File: src/verilog/imc_pkg.sv
package imc_pkg;

  // ----------------------------------------
  // Timing
  // ----------------------------------------
  localparam int CLK_MHZ = 200;
  localparam int TIMEOUT_NS = 20000;
  localparam int PULSE_NS = 100;
  // Longest time rounds down, least time rounds up
  localparam int TIMEOUT_CYC = TIMEOUT_NS * CLK_MHZ / 1000;
  localparam int PULSE_CYC = (PULSE_NS * CLK_MHZ + 999) / 1000;

  // ----------------------------------------
  // Register indices (byte address is four times)
  // ----------------------------------------
  localparam logic [7:0] STATUS_IDX = 8'h01;
  localparam logic [7:0] MODE_IDX = 8'h02;
  localparam logic [7:0] INT_STAT_IDX = 8'h08;
  localparam logic [7:0] INT_MASK_IDX = 8'h09;
  localparam logic [15:0] MODE_RST = 16'h0510;

  // ----------------------------------------
  // Interrupt bits
  // ----------------------------------------
  localparam int INT_W = 4;
  localparam int INT_CRC_ERR = 0;
  localparam int INT_REGMAP = 1;
  localparam int INT_TIMEOUT = 2;
  localparam int INT_READY = 3;

  // ----------------------------------------
  // Encodings
  // ----------------------------------------
  localparam logic [1:0] WLEN_16 = 2'h0;
  localparam logic [1:0] WLEN_24 = 2'h1;
  localparam logic [1:0] WLEN_32Z = 2'h2;
  localparam logic [1:0] WLEN_32S = 2'h3;
  localparam logic [1:0] SRC_LAG = 2'h0;
  localparam logic [1:0] SRC_OR = 2'h1;
  localparam logic [15:0] POLY_CCITT = 16'h1021;
  localparam logic [15:0] POLY_ANSI = 16'h8005;
  localparam logic [15:0] CRC_SEED = 16'hFFFF;

  // ----------------------------------------
  // Types
  // ----------------------------------------
  typedef struct packed {
    logic [1:0] rsvd_hi;
    logic reg_crc_en;
    logic rx_crc_en;
    logic crc_type;
    logic reset_flag;
    logic [1:0] word_size_select;
    logic [2:0] rsvd_lo;
    logic timeout_en;
    logic [1:0] ready_source_select;
    logic ready_idle_float;
    logic ready_pulse_format;
  } imc_mode_t;

  typedef struct packed {
    logic lock;
    logic resync;
    logic regmap_changed;
    logic crc_err;
    logic crc_type;
    logic reset_flag;
    logic [1:0] word_size_select;
    logic [7:0] ready;
  } imc_status_t;

  typedef enum logic [1:0] {RD_IDLE, RD_LEVEL, RD_PULSE, RD_WAIT} imc_rdy_state_t;
  typedef enum logic {FR_IDLE, FR_ACTIVE} imc_frame_state_t;

endpackage

File: src/verilog/imc_top.sv
// Chosen here: the APB register port and the address map.
`timescale 1ns/1ps
module imc_top
  import imc_pkg::*;
#(
  parameter int ADDR_W = 12,
  parameter int CHANNELS = 8,
  parameter int TIMEOUT_CYCLES = TIMEOUT_CYC,
  parameter int PULSE_CYCLES = PULSE_CYC
) (
  // Clock and reset
  input wire logic clk,
  input wire logic arst_n,
  // APB slave
  input wire logic psel,
  input wire logic penable,
  input wire logic pwrite,
  input wire logic [ADDR_W-1:0] paddr,
  input wire logic [31:0] pwdata,
  output logic [31:0] prdata,
  output logic pready,
  output logic pslverr,
  // Serial link pins
  input wire logic sclk_pin,
  input wire logic cs_n_pin,
  input wire logic mosi_pin,
  // Converter side
  input wire logic [CHANNELS-1:0] ch_enable,
  input wire logic [CHANNELS-1:0] ch_new_data,
  input wire logic data_read,
  input wire logic sample_valid,
  input wire logic [23:0] adc_result,
  input wire logic [15:0] regmap_crc,
  output logic [31:0] data_word,
  output logic data_word_valid,
  output logic crc_type_sel,
  output logic frame_active,
  // Ready pin
  output logic conversion_ready_pin_o,
  output logic conversion_ready_pin_oe,
  // Interrupt
  output logic irq
);

  // ----------------------------------------
  // Reset release
  // ----------------------------------------
  logic rst_s1_q, rst_n;
  always_ff @(posedge clk or negedge arst_n) begin
    if (!arst_n) begin
      rst_s1_q <= 1'b0;
      rst_n <= 1'b0;
    end else begin
      rst_s1_q <= 1'b1;
      rst_n <= rst_s1_q;
    end
  end

  // ----------------------------------------
  // APB decode
  // ----------------------------------------
  logic [ADDR_W-3:0] word_idx;
  logic hit_status, hit_mode, hit_istat, hit_imask, mapped;
  logic setup, wr_acc;
  assign word_idx = paddr[ADDR_W-1:2];
  assign hit_status = (word_idx == (ADDR_W-2)'(STATUS_IDX));
  assign hit_mode = (word_idx == (ADDR_W-2)'(MODE_IDX));
  assign hit_istat = (word_idx == (ADDR_W-2)'(INT_STAT_IDX));
  assign hit_imask = (word_idx == (ADDR_W-2)'(INT_MASK_IDX));
  assign mapped = hit_status | hit_mode | hit_istat | hit_imask;
  assign setup = psel & ~penable;
  assign wr_acc = psel & penable & pwrite & mapped;
  // Zero wait states; read data is captured in the setup cycle
  assign pready = 1'b1;
  assign pslverr = psel & penable & ~mapped;

  // ----------------------------------------
  // Mode register
  // ----------------------------------------
  imc_mode_t mode_q;
  imc_mode_t mode_wr;
  assign mode_wr = imc_mode_t'(pwdata[15:0]);
  always_ff @(posedge clk or negedge rst_n) begin
    if (!rst_n) begin
      mode_q <= imc_mode_t'(MODE_RST);
    end else if (wr_acc && hit_mode) begin
      mode_q.reg_crc_en <= mode_wr.reg_crc_en;
      mode_q.rx_crc_en <= mode_wr.rx_crc_en;
      mode_q.crc_type <= mode_wr.crc_type;
      mode_q.word_size_select <= mode_wr.word_size_select;
      // Reserved field is kept as written; host keeps it zero
      mode_q.rsvd_lo <= mode_wr.rsvd_lo;
      mode_q.timeout_en <= mode_wr.timeout_en;
      mode_q.ready_source_select <= mode_wr.ready_source_select;
      mode_q.ready_idle_float <= mode_wr.ready_idle_float;
      mode_q.ready_pulse_format <= mode_wr.ready_pulse_format;
    end
  end
  assign crc_type_sel = mode_q.crc_type;

  // ----------------------------------------
  // Reset-occurred flag
  // ----------------------------------------
  logic reset_flag_q;
  always_ff @(posedge clk or negedge rst_n) begin
    if (!rst_n) begin
      reset_flag_q <= 1'b1;
    end else if (wr_acc && hit_mode && !mode_wr.reset_flag) begin
      reset_flag_q <= 1'b0;
    end
  end

  // ----------------------------------------
  // Serial frame receiver
  // ----------------------------------------
  logic crc_fail, timeout_evt;
  imc_frame_rx #(
    .TIMEOUT_CYCLES(TIMEOUT_CYCLES)
  ) u_rx (
    .clk(clk),
    .rst_n(rst_n),
    .sclk_pin(sclk_pin),
    .cs_n_pin(cs_n_pin),
    .mosi_pin(mosi_pin),
    .rx_crc_en(mode_q.rx_crc_en),
    .crc_type(mode_q.crc_type),
    .timeout_en(mode_q.timeout_en),
    .crc_fail(crc_fail),
    .timeout_evt(timeout_evt),
    .frame_active(frame_active)
  );

  // ----------------------------------------
  // Status flags, cleared by reading status
  // ----------------------------------------
  logic crc_err_q, regmap_chg_q;
  logic [15:0] regmap_prev_q;
  logic regmap_evt, status_rd;
  // Cleared at the edge that captures them, so no event slips between
  assign status_rd = setup & ~pwrite & hit_status;
  assign regmap_evt = mode_q.reg_crc_en & (regmap_crc != regmap_prev_q);
  always_ff @(posedge clk or negedge rst_n) begin
    if (!rst_n) begin
      regmap_prev_q <= 16'h0;
    end else begin
      regmap_prev_q <= regmap_crc;
    end
  end
  always_ff @(posedge clk or negedge rst_n) begin
    if (!rst_n) begin
      crc_err_q <= 1'b0;
    end else if (crc_fail) begin
      crc_err_q <= 1'b1;
    end else if (status_rd) begin
      crc_err_q <= 1'b0;
    end
  end
  always_ff @(posedge clk or negedge rst_n) begin
    if (!rst_n) begin
      regmap_chg_q <= 1'b0;
    end else if (regmap_evt) begin
      regmap_chg_q <= 1'b1;
    end else if (status_rd) begin
      regmap_chg_q <= 1'b0;
    end
  end

  // ----------------------------------------
  // Per-channel data available
  // ----------------------------------------
  logic [CHANNELS-1:0] avail_q;
  genvar gi;
  generate
    for (gi = 0; gi < CHANNELS; gi++) begin : g_ch
      always_ff @(posedge clk or negedge rst_n) begin
        if (!rst_n) begin
          avail_q[gi] <= 1'b0;
        end else if (ch_new_data[gi]) begin
          avail_q[gi] <= 1'b1;
        end else if (data_read) begin
          avail_q[gi] <= 1'b0;
        end
      end
    end
  endgenerate

  // ----------------------------------------
  // Ready source selection
  // ----------------------------------------
  logic [CHANNELS-1:0] en_avail;
  logic lead_q, src_lag, src_or, src, src_prev_q;
  assign en_avail = avail_q & ch_enable;
  assign src_lag = (|ch_enable) & (&(avail_q | ~ch_enable));
  assign src_or = |en_avail;
  // First enabled channel to report since the last read
  always_ff @(posedge clk or negedge rst_n) begin
    if (!rst_n) begin
      lead_q <= 1'b0;
    end else if (|(ch_new_data & ch_enable)) begin
      lead_q <= 1'b1;
    end else if (data_read) begin
      lead_q <= 1'b0;
    end
  end
  always_comb begin
    case (mode_q.ready_source_select)
      SRC_LAG: src = src_lag;
      SRC_OR: src = src_or;
      default: src = lead_q;
    endcase
  end
  always_ff @(posedge clk or negedge rst_n) begin
    if (!rst_n) begin
      src_prev_q <= 1'b0;
    end else begin
      src_prev_q <= src;
    end
  end

  // ----------------------------------------
  // Ready pin driver
  // ----------------------------------------
  imc_rdy_state_t rdy_q, rdy_d;
  logic [15:0] pulse_cnt_q;
  always_comb begin
    rdy_d = rdy_q;
    case (rdy_q)
      RD_IDLE: begin
        if (src && !src_prev_q) begin
          rdy_d = mode_q.ready_pulse_format ? RD_PULSE : RD_LEVEL;
        end
      end
      RD_LEVEL: begin
        if (!src) begin
          rdy_d = RD_IDLE;
        end
      end
      RD_PULSE: begin
        // Count is already one in the first low cycle
        if (pulse_cnt_q >= 16'(PULSE_CYCLES)) begin
          rdy_d = src ? RD_WAIT : RD_IDLE;
        end
      end
      RD_WAIT: begin
        if (!src) begin
          rdy_d = RD_IDLE;
        end
      end
      default: rdy_d = RD_IDLE;
    endcase
  end
  always_ff @(posedge clk or negedge rst_n) begin
    if (!rst_n) begin
      rdy_q <= RD_IDLE;
      pulse_cnt_q <= 16'h0;
    end else begin
      rdy_q <= rdy_d;
      pulse_cnt_q <= (rdy_d == RD_PULSE) ? pulse_cnt_q + 16'h1 : 16'h0;
    end
  end
  always_ff @(posedge clk or negedge rst_n) begin
    if (!rst_n) begin
      conversion_ready_pin_o <= 1'b1;
      conversion_ready_pin_oe <= 1'b1;
    end else if (rdy_d == RD_LEVEL || rdy_d == RD_PULSE) begin
      conversion_ready_pin_o <= 1'b0;
      conversion_ready_pin_oe <= 1'b1;
    end else begin
      conversion_ready_pin_o <= 1'b1;
      conversion_ready_pin_oe <= ~mode_q.ready_idle_float;
    end
  end

  // ----------------------------------------
  // Output word formatting
  // ----------------------------------------
  always_ff @(posedge clk or negedge rst_n) begin
    if (!rst_n) begin
      data_word <= 32'h0;
      data_word_valid <= 1'b0;
    end else begin
      data_word_valid <= sample_valid;
      if (sample_valid) begin
        case (mode_q.word_size_select)
          WLEN_16: data_word <= {16'h0, adc_result[23:8]};
          WLEN_24: data_word <= {8'h0, adc_result};
          WLEN_32Z: data_word <= {adc_result, 8'h0};
          WLEN_32S: data_word <= {{8{adc_result[23]}}, adc_result};
          default: data_word <= {8'h0, adc_result};
        endcase
      end
    end
  end

  // ----------------------------------------
  // Interrupts
  // ----------------------------------------
  logic [INT_W-1:0] int_stat_q, int_mask_q, int_evt;
  always_comb begin
    int_evt = '0;
    int_evt[INT_CRC_ERR] = crc_fail;
    int_evt[INT_REGMAP] = regmap_evt;
    int_evt[INT_TIMEOUT] = timeout_evt;
    int_evt[INT_READY] = |(ch_new_data & ch_enable);
  end
  always_ff @(posedge clk or negedge rst_n) begin
    if (!rst_n) begin
      int_stat_q <= '0;
    end else begin
      // A new event outweighs a clear in the same cycle
      int_stat_q <= int_evt | (int_stat_q &
        ~((wr_acc && hit_istat) ? pwdata[INT_W-1:0] : '0));
    end
  end
  always_ff @(posedge clk or negedge rst_n) begin
    if (!rst_n) begin
      int_mask_q <= '0;
    end else if (wr_acc && hit_imask) begin
      int_mask_q <= pwdata[INT_W-1:0];
    end
  end
  always_ff @(posedge clk or negedge rst_n) begin
    if (!rst_n) begin
      irq <= 1'b0;
    end else begin
      irq <= |(int_stat_q & int_mask_q);
    end
  end

  // ----------------------------------------
  // Read data
  // ----------------------------------------
  imc_status_t status;
  imc_mode_t mode_rd;
  always_comb begin
    status = '0;
    status.regmap_changed = regmap_chg_q;
    status.crc_err = crc_err_q;
    status.crc_type = mode_q.crc_type;
    status.reset_flag = reset_flag_q;
    status.word_size_select = mode_q.word_size_select;
    status.ready = 8'(en_avail);
    mode_rd = mode_q;
    mode_rd.rsvd_hi = 2'h0;
    mode_rd.reset_flag = reset_flag_q;
  end
  always_ff @(posedge clk or negedge rst_n) begin
    if (!rst_n) begin
      prdata <= 32'h0;
    end else if (setup) begin
      prdata <= 32'h0;
      if (hit_status) begin
        prdata[15:0] <= status;
      end
      if (hit_mode) begin
        prdata[15:0] <= mode_rd;
      end
      if (hit_istat) begin
        prdata[INT_W-1:0] <= int_stat_q;
      end
      if (hit_imask) begin
        prdata[INT_W-1:0] <= int_mask_q;
      end
    end
  end

endmodule

File: src/verilog/imc_frame_rx.sv
`timescale 1ns/1ps
module imc_frame_rx
  import imc_pkg::*;
#(
  parameter int TIMEOUT_CYCLES = TIMEOUT_CYC
) (
  // Clock and reset
  input wire logic clk,
  input wire logic rst_n,
  // Serial pins
  input wire logic sclk_pin,
  input wire logic cs_n_pin,
  input wire logic mosi_pin,
  // Settings
  input wire logic rx_crc_en,
  input wire logic crc_type,
  input wire logic timeout_en,
  // Events
  output logic crc_fail,
  output logic timeout_evt,
  output logic frame_active
);

  // ----------------------------------------
  // Pin synchronisers
  // ----------------------------------------
  logic [2:0] s1_q, s2_q;
  logic sclk_prev_q, cs_prev_q;
  always_ff @(posedge clk or negedge rst_n) begin
    if (!rst_n) begin
      s1_q <= 3'h7;
      s2_q <= 3'h7;
      sclk_prev_q <= 1'b1;
      cs_prev_q <= 1'b1;
    end else begin
      s1_q <= {sclk_pin, cs_n_pin, mosi_pin};
      s2_q <= s1_q;
      sclk_prev_q <= s2_q[2];
      cs_prev_q <= s2_q[1];
    end
  end

  logic sclk_rise, cs_fall, cs_rise;
  assign sclk_rise = s2_q[2] & ~sclk_prev_q;
  assign cs_fall = ~s2_q[1] & cs_prev_q;
  assign cs_rise = s2_q[1] & ~cs_prev_q;

  // ----------------------------------------
  // Frame state, CRC and timeout
  // ----------------------------------------
  imc_frame_state_t state_q;
  logic [15:0] crc_q;
  logic [31:0] idle_cnt_q;
  logic [15:0] poly;
  logic fb;
  assign poly = crc_type ? POLY_ANSI : POLY_CCITT;
  assign fb = crc_q[15] ^ s2_q[0];

  always_ff @(posedge clk or negedge rst_n) begin
    if (!rst_n) begin
      state_q <= FR_IDLE;
      crc_q <= CRC_SEED;
      idle_cnt_q <= 32'h0;
      crc_fail <= 1'b0;
      timeout_evt <= 1'b0;
    end else begin
      crc_fail <= 1'b0;
      timeout_evt <= 1'b0;
      case (state_q)
        FR_IDLE: begin
          idle_cnt_q <= 32'h0;
          if (cs_fall) begin
            state_q <= FR_ACTIVE;
            crc_q <= CRC_SEED;
          end
        end
        FR_ACTIVE: begin
          if (cs_rise) begin
            state_q <= FR_IDLE;
            crc_fail <= rx_crc_en & (crc_q != 16'h0);
          end else if (timeout_en && idle_cnt_q >= 32'(TIMEOUT_CYCLES - 1)) begin
            // Stalled frame is dropped, never checked
            state_q <= FR_IDLE;
            timeout_evt <= 1'b1;
          end else if (sclk_rise) begin
            idle_cnt_q <= 32'h0;
            crc_q <= {crc_q[14:0], 1'b0} ^ (fb ? poly : 16'h0);
          end else begin
            idle_cnt_q <= idle_cnt_q + 32'h1;
          end
        end
        default: state_q <= FR_IDLE;
      endcase
    end
  end

  assign frame_active = (state_q == FR_ACTIVE);

endmodule

File: config.mk
export PLATFORM = sky130hd
export DESIGN_NAME = imc_top
export DESIGN_NICKNAME = d
export VERILOG_FILES = /design/src/verilog/imc_pkg.sv /design/src/verilog/imc_top.sv /design/src/verilog/imc_frame_rx.sv
export SDC_FILE = /design/constraint.sdc
export NUM_CORES = 1
export LEC_CHECK = 0
export BUFFER_PORTS_ARGS = -buffer_cell sky130_fd_sc_hd__buf_4
export CORE_AREA = 2 2 125 127
export DETAILED_ROUTE_END_ITERATION = 10
export DIE_AREA = 0 0 127 129
export MAX_ROUTING_LAYER = met4
export PLACE_DENSITY = 0.89
export SLEW_MARGIN = 10
export SYNTH_ARGS = -nofsm -noshare
export SYNTH_HDL_FRONTEND = slang
export SYNTH_SLANG_ARGS = --single-unit
File: constraint.sdc
create_clock -name clk -period 8 [get_ports clk]
set_input_delay 0.4 -clock clk [delete_from_list [all_inputs] [get_ports clk]]
set_output_delay 0.4 -clock clk [all_outputs]
set_load 0.05 [all_outputs]
==> out/results.ini, run 1 <==
[placed_design]
gp_congestion = 0.900
dpl_cell_area_mm2 = 0.00992
dpl_worst_slack_ns = 5.21
hpwl_mm = 14.3
port_buffers = 142

[yosys]
yosysTopAreaCell = dfrtp_1
synth_edf_count = 0
ys_seq_elements = 179
synth.distinct_cells = 71
synthArstFlopShare = 1.00
synth.area.top_cells = dfrtp_1 (42%), dfstp_2 (8.6%), mux2_2 (3.8%), xnor2_1 (3.1%), a21oi_1 (2.7%)
synth_seq_area_share = 0.510
syn_avg_cell_area_um2 = 10.7
yosys_most_used_dff = dfrtp_1
synth_top_cell_area_share = 0.424
synthesis.area_mm2 = 0.00886
synth_cells = 831
ys_warn_count = 0

[finish]
n_antenna_cell = 0
fin_nets = 1064
area_growth_pct = 18.6
utilization = 0.702
final_cell_area_mm2 = 0.0105
seqCellArea_mm2 = 0.00452
drive_above_1_share = 0.281
multiInputGateArea_mm2 = 0.00396
fillCellCount = 1092

[timing]
rsz0062_at_grt = false
setup_tns_ns = 0
worst_slew_pin_slew_ns = 1.11
setup_ws_ns = 5.33
drv_slew = 0
relSlewSlack = 0.252
fmax_mhz = 374
hold_violations = 0
min_period_ns = 2.67
skew_ns = 0.00849
setup_violations = 0
final.period_utilization = 0.334

[critical_path]
regToRegStartpoint = u_rx.idle_cnt_q[8]
crit_fanout = 12
worstPathArrival_ns = 2.96
start_kind = register
worstSetupPathType = register to register
endpoint_kind = register
worstSetupStartpoint = u_rx.idle_cnt_q[8]
cp.required_ns = 8.28

[grt]
grt_start_max_net_pins = 80
met3_usage = 0.0462
grtUsageTotal = 0.271
grt_pass1_wl_mm = 34.5
grt_overflow_total = 0
met2_usage = 0.426
grt_pass1_vias = 6845
antenna_found_initial = 0
gr-max-usage-layer = met2
grt_util_met1 = 0.363

[floorplan]
core-area_mm2 = 0.0150
start_util = 0.592
rows = 45
die_height_um = 129
dieArea_mm2 = 0.0164
boundaryPins = 182
die_x_um = 127

[clock_network]
post-cts-setup-buffers = 0
cts_tree = done
cts-htree-levels = 4
cts.sinks = 179
ctsResizeCount = 0
clk_pin_slew_ns = 0.07
clockRootBuffer = clkbuf_16
cts_made_buffers = 17
clock_latency_ns = 0.43
ctsLongestPathBuffers = 2

[pwr]
peakVddDrop_mv = 0.161
powerDensity_mw_per_mm2 = 205
power_frac_comb = 0.145
swShare = 0.274
p_leak_nw = 4.57
seq_power_share = 0.474
p_clk_frac = 0.381
p_sw_uw = 590
p_int_mw = 1.56

[drt]
post-route-drc-count = 0
ant_nets = 0
dr.pass1.iters = 5
viasPerCell = 6.19
wire_per_inst_um = 18.2
routed_wl_mm = 21.0
dr_total_vias = 7130
drt-initial-drc-count = 760

[status]
outcome = complete, no violations

[min_path]
hp-class = primary input to register
worstHoldStart = cs_n_pin

[job]
drv_cap = 0

## worst max-delay path: stages (launching register included)
cell,delay (ns)
dfrtp_1,0.47
nand4_2,0.26
nor4_2,1.00
a41oi_1,0.21
o311ai_0,0.44
o41ai_1,0.15
## stage by stage
step / power, mW / std cells / hold WS (ns)
2_1_floorplan: 1.25 / 849 / 0.104
3_3_place_gp: 1.33 / 1118 / 0.183
3_5_place_dp: 1.34 / 1118 / 0.184
4_1_cts: 2.16 / 1151 / 0.0579
5_1_grt: 2.24 / 1151 / 0.0605
6_report: 2.15 / 1151 / 0.0725
## timing repair
item / in CTS / in global routing
endpoints found under the hold margin: 2 / 0
hold buffers: 1 / 0
endpoints found under the setup margin: 0 / 0
## flip-flops by register name (all words and copies together), names as in the netlist, 2 cells and up
name             flops
avail_q              8
data_word           32
int_mask_q           4
int_stat_q           4
mode_q              12
prdata              14
pulse_cnt_q         16
rdy_q                2
regmap_prev_q       16
u_rx.crc_q          16
u_rx.idle_cnt_q     32
u_rx.s1_q            3
u_rx.s2_q            3
## worst paths after layout
path                                             to  slack, ns  cells after the start
worst min-delay path                   u_rx.s1_q[1]       0.07                      1
worst max register to register  u_rx.idle_cnt_q[19]       5.33                      5
worst max-delay path            u_rx.idle_cnt_q[19]       5.33                      5
min in group asynchronous                  rst_s1_q       0.28                      2
max in group asynchronous             data_word[28]       5.60                      2
worst min register to register                rst_n       0.35                      0
## placed cells by master (no fill, tap or decap), types with 19 or more instances in the layout
cell type	Yosys	layout
nor2_1	44	44
o311ai_0	21	21
dfstp_2	29	29
nand2_1	61	61
nand3_1	19	19
dfrtp_1	150	149
buf_4	19	149
nand4_1	22	22
inv_1	23	23
mux2_2	30	30
xnor2_1	31	31
a21oi_1	48	48
o21ai_0	25	25
conb_1	2	20
## final cells by class
| type | instances | share of cell area |
|---|---|---|
| clock buffers | 19 | 0.0421 |
| clock inverters | 13 | 0.0127 |
| multi-input cells | 578 | 0.377 |
| inverters | 24 | 0.00857 |
| repair buffers | 150 | 0.107 |
| flip-flops and latches | 179 | 0.430 |
| well taps | 188 | 0.0224 |
## cells by family (layout without fill, tap and decap cells)
logic type | count (synthesis) | in the layout | synth area share
compound gates | 214 | 214 | 0.174
mux | 50 | 50 | 0.0665
fa+ha+maj | 4 | 4 | 0.00565
buf+inv | 92 | 206 | 0.0513
other cells | 2 | 20 | 0.000848
flops | 179 | 179 | 0.510
simple gates | 255 | 255 | 0.157
xor+xnor | 35 | 35 | 0.0346
## synthesized netlist by cell type (all sizes together), types with 8 or more instances
| cell type | count |
|---|---|
| dfrtp | 150 |
| nand2 | 62 |
| a21oi | 49 |
| nor2 | 44 |
| mux2 | 41 |
| clkbuf | 35 |
| buf | 33 |
| xnor2 | 31 |
| dfstp | 29 |
| o311ai | 26 |
| o21ai | 25 |
| inv | 23 |
| nand4 | 23 |
| nor4 | 21 |
| nand3 | 20 |
| and2 | 19 |
| nand2b | 17 |
| o41ai | 17 |
| a21o | 15 |
| and3 | 15 |
| a31oi | 14 |
| a22oi | 12 |
| nor3b | 10 |
| o31ai | 10 |
| mux2i | 9 |
| a41oi | 8 |
## layer usage
metal	vias up	routed length (um)
li1	3277	-
met1	3548	9030
met2	274	10500
met3	31	1150
met4	0	356
met5	-	0
## power groups by stage
stage | registers (mW) | logic, mW | clock network, mW
2_1_floorplan | 1.07 | 0.172 | 0
3_3_place_gp | 1.03 | 0.302 | 0
3_5_place_dp | 1.04 | 0.310 | 0
4_1_cts | 1.02 | 0.313 | 0.831
5_1_grt | 1.03 | 0.337 | 0.874
6_report | 1.02 | 0.312 | 0.820
Note: power is estimated with default switching activity, not from simulation.
==> run 2: changes to the inputs <==
--- a/config.mk
+++ b/config.mk
@@ -5,12 +5,13 @@
 export SDC_FILE = /design/constraint.sdc
 export NUM_CORES = 1
 export LEC_CHECK = 0
+export ABC_AREA = 1
 export BUFFER_PORTS_ARGS = -buffer_cell sky130_fd_sc_hd__buf_4
-export CORE_AREA = 2 2 125 127
+export CORE_AREA = 2 2 139 141
 export DETAILED_ROUTE_END_ITERATION = 10
-export DIE_AREA = 0 0 127 129
+export DIE_AREA = 0 0 141 143
 export MAX_ROUTING_LAYER = met4
-export PLACE_DENSITY = 0.89
+export PLACE_DENSITY = 0.81
 export SLEW_MARGIN = 10
 export SYNTH_ARGS = -nofsm -noshare
 export SYNTH_HDL_FRONTEND = slang
==> constraint.sdc (replaced) <==
create_clock -name clk -period 2.4 [get_ports clk]
set_input_delay 0.12 -clock clk [delete_from_list [all_inputs] [get_ports clk]]
set_output_delay 0.12 -clock clk [all_outputs]
set_load 0.05 [all_outputs]
==> out/results.ini, run 2 <==
[yosys]
synth-simple-area-share = 0.306
synth_cells = 1210
synthesis.area_mm2 = 0.00937
yosys.cell_count.top_type = nand2_1
synth_mux_area_frac = 0
synth_seq_area_share = 0.482
synth_xor_area_frac = 0.0150
yosysTopAreaCell = dfrtp_1
synth_top_family_by_area = simple AND/OR/NAND/NOR gates
synth_edf_count = 0
ys_seq_elements = 179
syn_avg_cell_area_um2 = 7.75
yosys_most_used_dff = dfrtp_1
synthArstFlopShare = 1.00
synth-adder-area-share = 0.00534
synth.area.top_cells = dfrtp_1 (40%), nand2_1 (15%), dfstp_2 (8.1%), nor2_1 (5.8%), inv_1 (5.1%)
synth_top_cell_area_share = 0.401
synth.distinct_cells = 47
synthTopCellsByCount = nand2_1 (372), dfrtp_1 (150), nor2_1 (144), inv_1 (127), nand4_1 (59)
synth-compound-area-share = 0.102
ys_warn_count = 0

[timing]
min_period_ns = 2.12
setup_tns_ns = 0
rsz0062_at_grt = false
final.period_utilization = 0.882
setup_violations = 0
hold_violations = 0
drv_slew = 0
worst_slew_pin_slew_ns = 0.860
relSlewSlack = 0.426
skew_ns = 0.0105
timing.hold.ws_ns = 0.0145
fmax_mhz = 472

[placed_design]
hpwl_mm = 16.6
gp_congestion = 0.927
port_buffers = 142
dpl_cell_area_mm2 = 0.0106

[clock_network]
post-cts-setup-buffers = 0
cts-htree-levels = 4
clock_latency_ns = 0.43
cts_made_buffers = 17
cts_tree = done
ctsLongestPathBuffers = 2
clk_pin_slew_ns = 0.07
cts.sinks = 179
clockRootBuffer = clkbuf_16

[floorplan]
start_util = 0.504
die_height_um = 143
core-area_mm2 = 0.0186
die_x_um = 141
rows = 50
dieArea_mm2 = 0.0202
boundaryPins = 182

[pwr]
power_frac_comb = 0.174
p_clk_frac = 0.376
p_sw_mw = 2.27
powerDensity_mw_per_mm2 = 639
seq_power_share = 0.450
p_int_mw = 5.32
p_leak_nw = 5.59
swShare = 0.299
peakVddDrop_mv = 0.591

[critical_path]
worstPathArrival_ns = 2.46
crit_path_cell_trace = ha_1, nand3_2, o21ai_1, nand2_1, nand3_2, nand2_4, nand2_8, nand2_1, o21ai_0
cp.required_ns = 2.74
cpMaxStageDelayCell = dfrtp_1
critPathTopFamily = simple AND/OR/NAND/NOR gates
max_stage_delay_ns = 0.46
endpoint_kind = register
worstSetupStartpoint = u_rx.idle_cnt_q[0]
start_kind = register
worstSetupPathType = register to register
cp_num_buf_inv = 0
regToRegStartpoint = u_rx.idle_cnt_q[0]
crit_fanout = 64

[drt]
dr_total_vias = 8920
wire_per_inst_um = 14.8
post-route-drc-count = 0
dr.pass1.iters = 6
drt-initial-drc-count = 717
routed_wl_mm = 24.6
ant_nets = 0
viasPerCell = 5.36

[grt]
grt_pass1_wl_mm = 40.5
antenna_found_initial = 0
grt_overflow_total = 0
grtUsageTotal = 0.257
grt_pass1_vias = 8388
grt_start_max_net_pins = 111

[status]
outcome = complete, no violations

[finish]
n_antenna_cell = 0
final_cell_mix = nand2_1 (372), buf_4 (155), dfrtp_1 (149)
drive_above_1_share = 0.180
layout_commonest_cell = nand2_1
utilization = 0.638
reg_top3 = data_word: 32 flops, u_rx.idle_cnt_q: 32 flops
area_growth_pct = 26.5
final_cell_area_mm2 = 0.0119
fin_nets = 1532

[min_path]
hp-class = primary input to register
worstHoldStart = pwrite

[job]
drv_cap = 0

[run 2: cell types whose count changed after synthesis, moves of 16 or more]
cell,delta
clkbuf_1,-20
mux2_2,-30
nand2_1,+311
nand3_1,+36
nand2b_1,-16
and2_1,-18
inv_1,+104
nor2_1,+100
nand4_1,+37
xnor2_1,-25
o311ai_0,-21
o21ai_2,+19
o21ai_0,+16
[run 2: cells by family after synthesis]
logic type                 Yosys count
other                                2
buffers and inverters              184
AOI/OAI and AO/OA                  154
xor gates and xnor gates            16
adders and majority gates            4
DFF                                179
and+or+nand+nor                    671
[run 2: repair_timing]
action | in CTS | in global routing
endpoints found under the hold margin | 67 | 0
hold buffers | 69 | 0
gates resized for setup | 0 | 0
[run 2: final timing paths]
path,depth (start not counted),end,slack (ns)
setup / recovery,9,u_rx.idle_cnt_q[17],0.28
hold / removal,3,crc_err_q,0.01
setup reg to reg,9,u_rx.idle_cnt_q[17],0.28
hold reg to reg,0,u_rx.s2_q[2],0.36
max in group asynchronous,1,data_word[21],1.52
min in group asynchronous,1,regmap_prev_q[8],0.38
[run 2: power by group through the flow]
stage	clock, mW	combinational [mW]	sequential [mW]
finish	2.85	1.32	3.41
global route	3.01	1.44	3.44
CTS	2.89	1.31	3.41
detailed placement	0	1.21	3.46
global placement	0	1.19	3.45
floorplan	0	0.569	3.72
[run 2: layout make-up]
cell class	instances	area (um2)
repair buffers	225	1870
fillers	1482	6720
clock buffers	17	425
flip-flops and latches	179	4520
multi-input cells	865	4090
inverters	130	488
clock inverters	15	170
well taps	234	293
[run 2: worst min-delay path, delay by kind of cell]
kind / cells / cell delay [ns]
buffers and inverters: 1 / 0.09
AND/OR/NAND/NOR: 1 / 0.05
AO/OA/AOI/OAI: 1 / 0.14
[run 2: per-layer routing]
metal | up-vias | share of wire | track usage | wire (um)
li1 | 4316 | - | - | -
met1 | 4139 | 0.43 | 0.331 | 10600
met2 | 402 | 0.47 | 0.410 | 11600
met3 | 63 | 0.067 | 0.0429 | 1640
met4 | 0 | 0.029 | 0.103 | 707
met5 | - | 0 | - | 0
[run 2: per-stage QoR]
step,power (mW),setup WS [ns],cells
3_3_place_gp,4.64,0.393,1564
6_report,7.58,0.283,1665
4_1_cts,7.61,0.264,1665
5_1_grt,7.89,0.0469,1665
2_1_floorplan,4.29,0.122,1228
3_5_place_dp,4.67,0.281,1564
==> run 3: changes to the inputs <==
--- a/config.mk
+++ b/config.mk
@@ -6,12 +6,12 @@
 export NUM_CORES = 1
 export LEC_CHECK = 0
 export ABC_AREA = 1
-export BUFFER_PORTS_ARGS = -buffer_cell sky130_fd_sc_hd__buf_4
-export CORE_AREA = 2 2 139 141
+export CORE_AREA = 2 2 131 133
 export DETAILED_ROUTE_END_ITERATION = 10
-export DIE_AREA = 0 0 141 143
+export DIE_AREA = 0 0 133 135
+export DONT_BUFFER_PORTS = 1
 export MAX_ROUTING_LAYER = met4
-export PLACE_DENSITY = 0.81
+export PLACE_DENSITY = 0.79
 export SLEW_MARGIN = 10
 export SYNTH_ARGS = -nofsm -noshare
 export SYNTH_HDL_FRONTEND = slang
==> out/results.ini, run 3 (same netlist as run 2, synthesis figures left out) <==
[floorplan]
rows = 47
die_x_um = 133
die_height_um = 135
dieArea_mm2 = 0.0180
start_util = 0.571
boundaryPins = 182
core-area_mm2 = 0.0164

[clock_network]
cts_made_buffers = 17
cts_hold_buffers = 88
post-cts-setup-buffers = 0
ctsResizeCount = 0
clockRootBuffer = clkbuf_16
clk_pin_slew_ns = 0.07
cts.sinks = 179
clock_latency_ns = 0.44
cts_tree = done
cts-htree-levels = 4
ctsLongestPathBuffers = 2

[min_path]
whs_path_depth = 4
hp-class = primary input to register
worstHoldStart = pwrite
whs_endpoint = mode_q[4]

[placed_design]
dpl_worst_slack_ns = 0.318
hpwl_mm = 16.2
port_buffers = 0
gp_congestion = 0.961

[critical_path]
regToRegStartpoint = u_rx.idle_cnt_q[0]
ff2ff_setup_slack_ns = 0.29
crit_fanout = 64
start_kind = register
endpoint_kind = register
worstSetupPathType = register to register
rr_worst_depth = 8
worstPathArrival_ns = 2.40
cp.required_ns = 2.69
r2r_end = u_rx.idle_cnt_q[12]

[grt]
grt_overflow_total = 0
grtUsageTotal = 0.285
grt_pass1_vias = 8315
antenna_found_initial = 0
grt_pass1_wl_mm = 40.2
grt_start_max_net_pins = 65

[finish]
layout_commonest_cell = nand2_1
reg_top3 = data_word: 32 flops, u_rx.idle_cnt_q: 32 flops
fin_nets = 1413
n_antenna_cell = 0
utilization = 0.673
area_growth_pct = 17.8
drive_above_1_share = 0.0922
final_cell_mix = nand2_1 (372), dfrtp_1 (148), nor2_1 (144)

[timing]
hold_violations = 0
drv_slew = 0
setup_ws_ns = 0.291
rsz0062_at_grt = false
min_period_ns = 2.11
setup_violations = 0
setup_tns_ns = 0
final.period_utilization = 0.879
skew_ns = 0.0116
relSlewSlack = 0.399
fmax_mhz = 474
worst_slew_pin_slew_ns = 0.898

[drt]
ant_nets = 0
viasPerCell = 5.56
drt-initial-drc-count = 669
routed_wl_mm = 24.1
dr_total_vias = 8519
post-route-drc-count = 0
dr.pass1.iters = 5
wire_per_inst_um = 15.7

[pwr]
powerDensity_mw_per_mm2 = 676
p_leak_nw = 5.01
peakVddDrop_mv = 0.554

[job]
drv_cap = 0

[status]
outcome = complete, no violations

-- run 3: cell types whose count changed in the layout (fill, tap and decap cells not counted), sizes merged --
cell	change
buf	-138
clkbuf	+2
dlygate4sd3	+19
inv	-2
-- run 3: final cells by class --
class	count	area [um2]
flip-flops and latches	179	4520
clock buffers	19	454
clock inverters	13	166
repair buffers	106	1040
inverters	130	488
multi-input cells	865	4100
well taps	220	275
fillers	1290	5370
-- run 3: where the power goes --
part / internal, mW / switching [mW] / leakage (nW) / total (mW)
sequential: 3.28 / 0.402 / 2.19 / 3.68
clock: 1.64 / 1.29 / 0.297 / 2.92
combinational: 0.317 / 0.535 / 2.53 / 0.852
-- run 3: metrics by stage --
step	cells	instance area (um2)	hold WS [ns]	total power, mW
floorplan	1228	9440	-0.176	4.29
global placement	1412	9540	-0.176	4.40
detailed placement	1412	9540	-0.176	4.43
CTS	1532	11000	0.00393	7.49
global route	1532	11000	0.0341	7.76
finish	1532	11000	0.0113	7.46
-- run 3: critical path: stages (launching register included) --
cell	delay, ns
dfrtp_1	0.45
ha_1	0.30
nand3_2	0.14
o21ai_1	0.15
nand2_1	0.08
nand3_2	0.11
nand2_4	0.18
nand2_8	0.38
o21ai_0	0.16
-- run 3: worst max-delay path by stage --
stage                       start                  end  cells past startpoint
4_1_cts        u_rx.idle_cnt_q[0]  u_rx.idle_cnt_q[31]                      8
2_1_floorplan            paddr[7]              pslverr                      6
6_report       u_rx.idle_cnt_q[0]  u_rx.idle_cnt_q[12]                      8
5_1_grt                avail_q[4]       pulse_cnt_q[8]                     13
3_3_place_gp   u_rx.idle_cnt_q[0]  u_rx.idle_cnt_q[12]                      8
3_5_place_dp   u_rx.idle_cnt_q[0]  u_rx.idle_cnt_q[31]                      8
-- run 3: metal layers --
metal / wire length [um] / global-route usage / vias to the layer above
met3: 1840 / 0.0619 / 58
met2: 11400 / 0.461 / 370
met4: 684 / 0.106 / 0
li1: - / - / 4069
met1: 10100 / 0.356 / 4022
met5: 0 / - / -
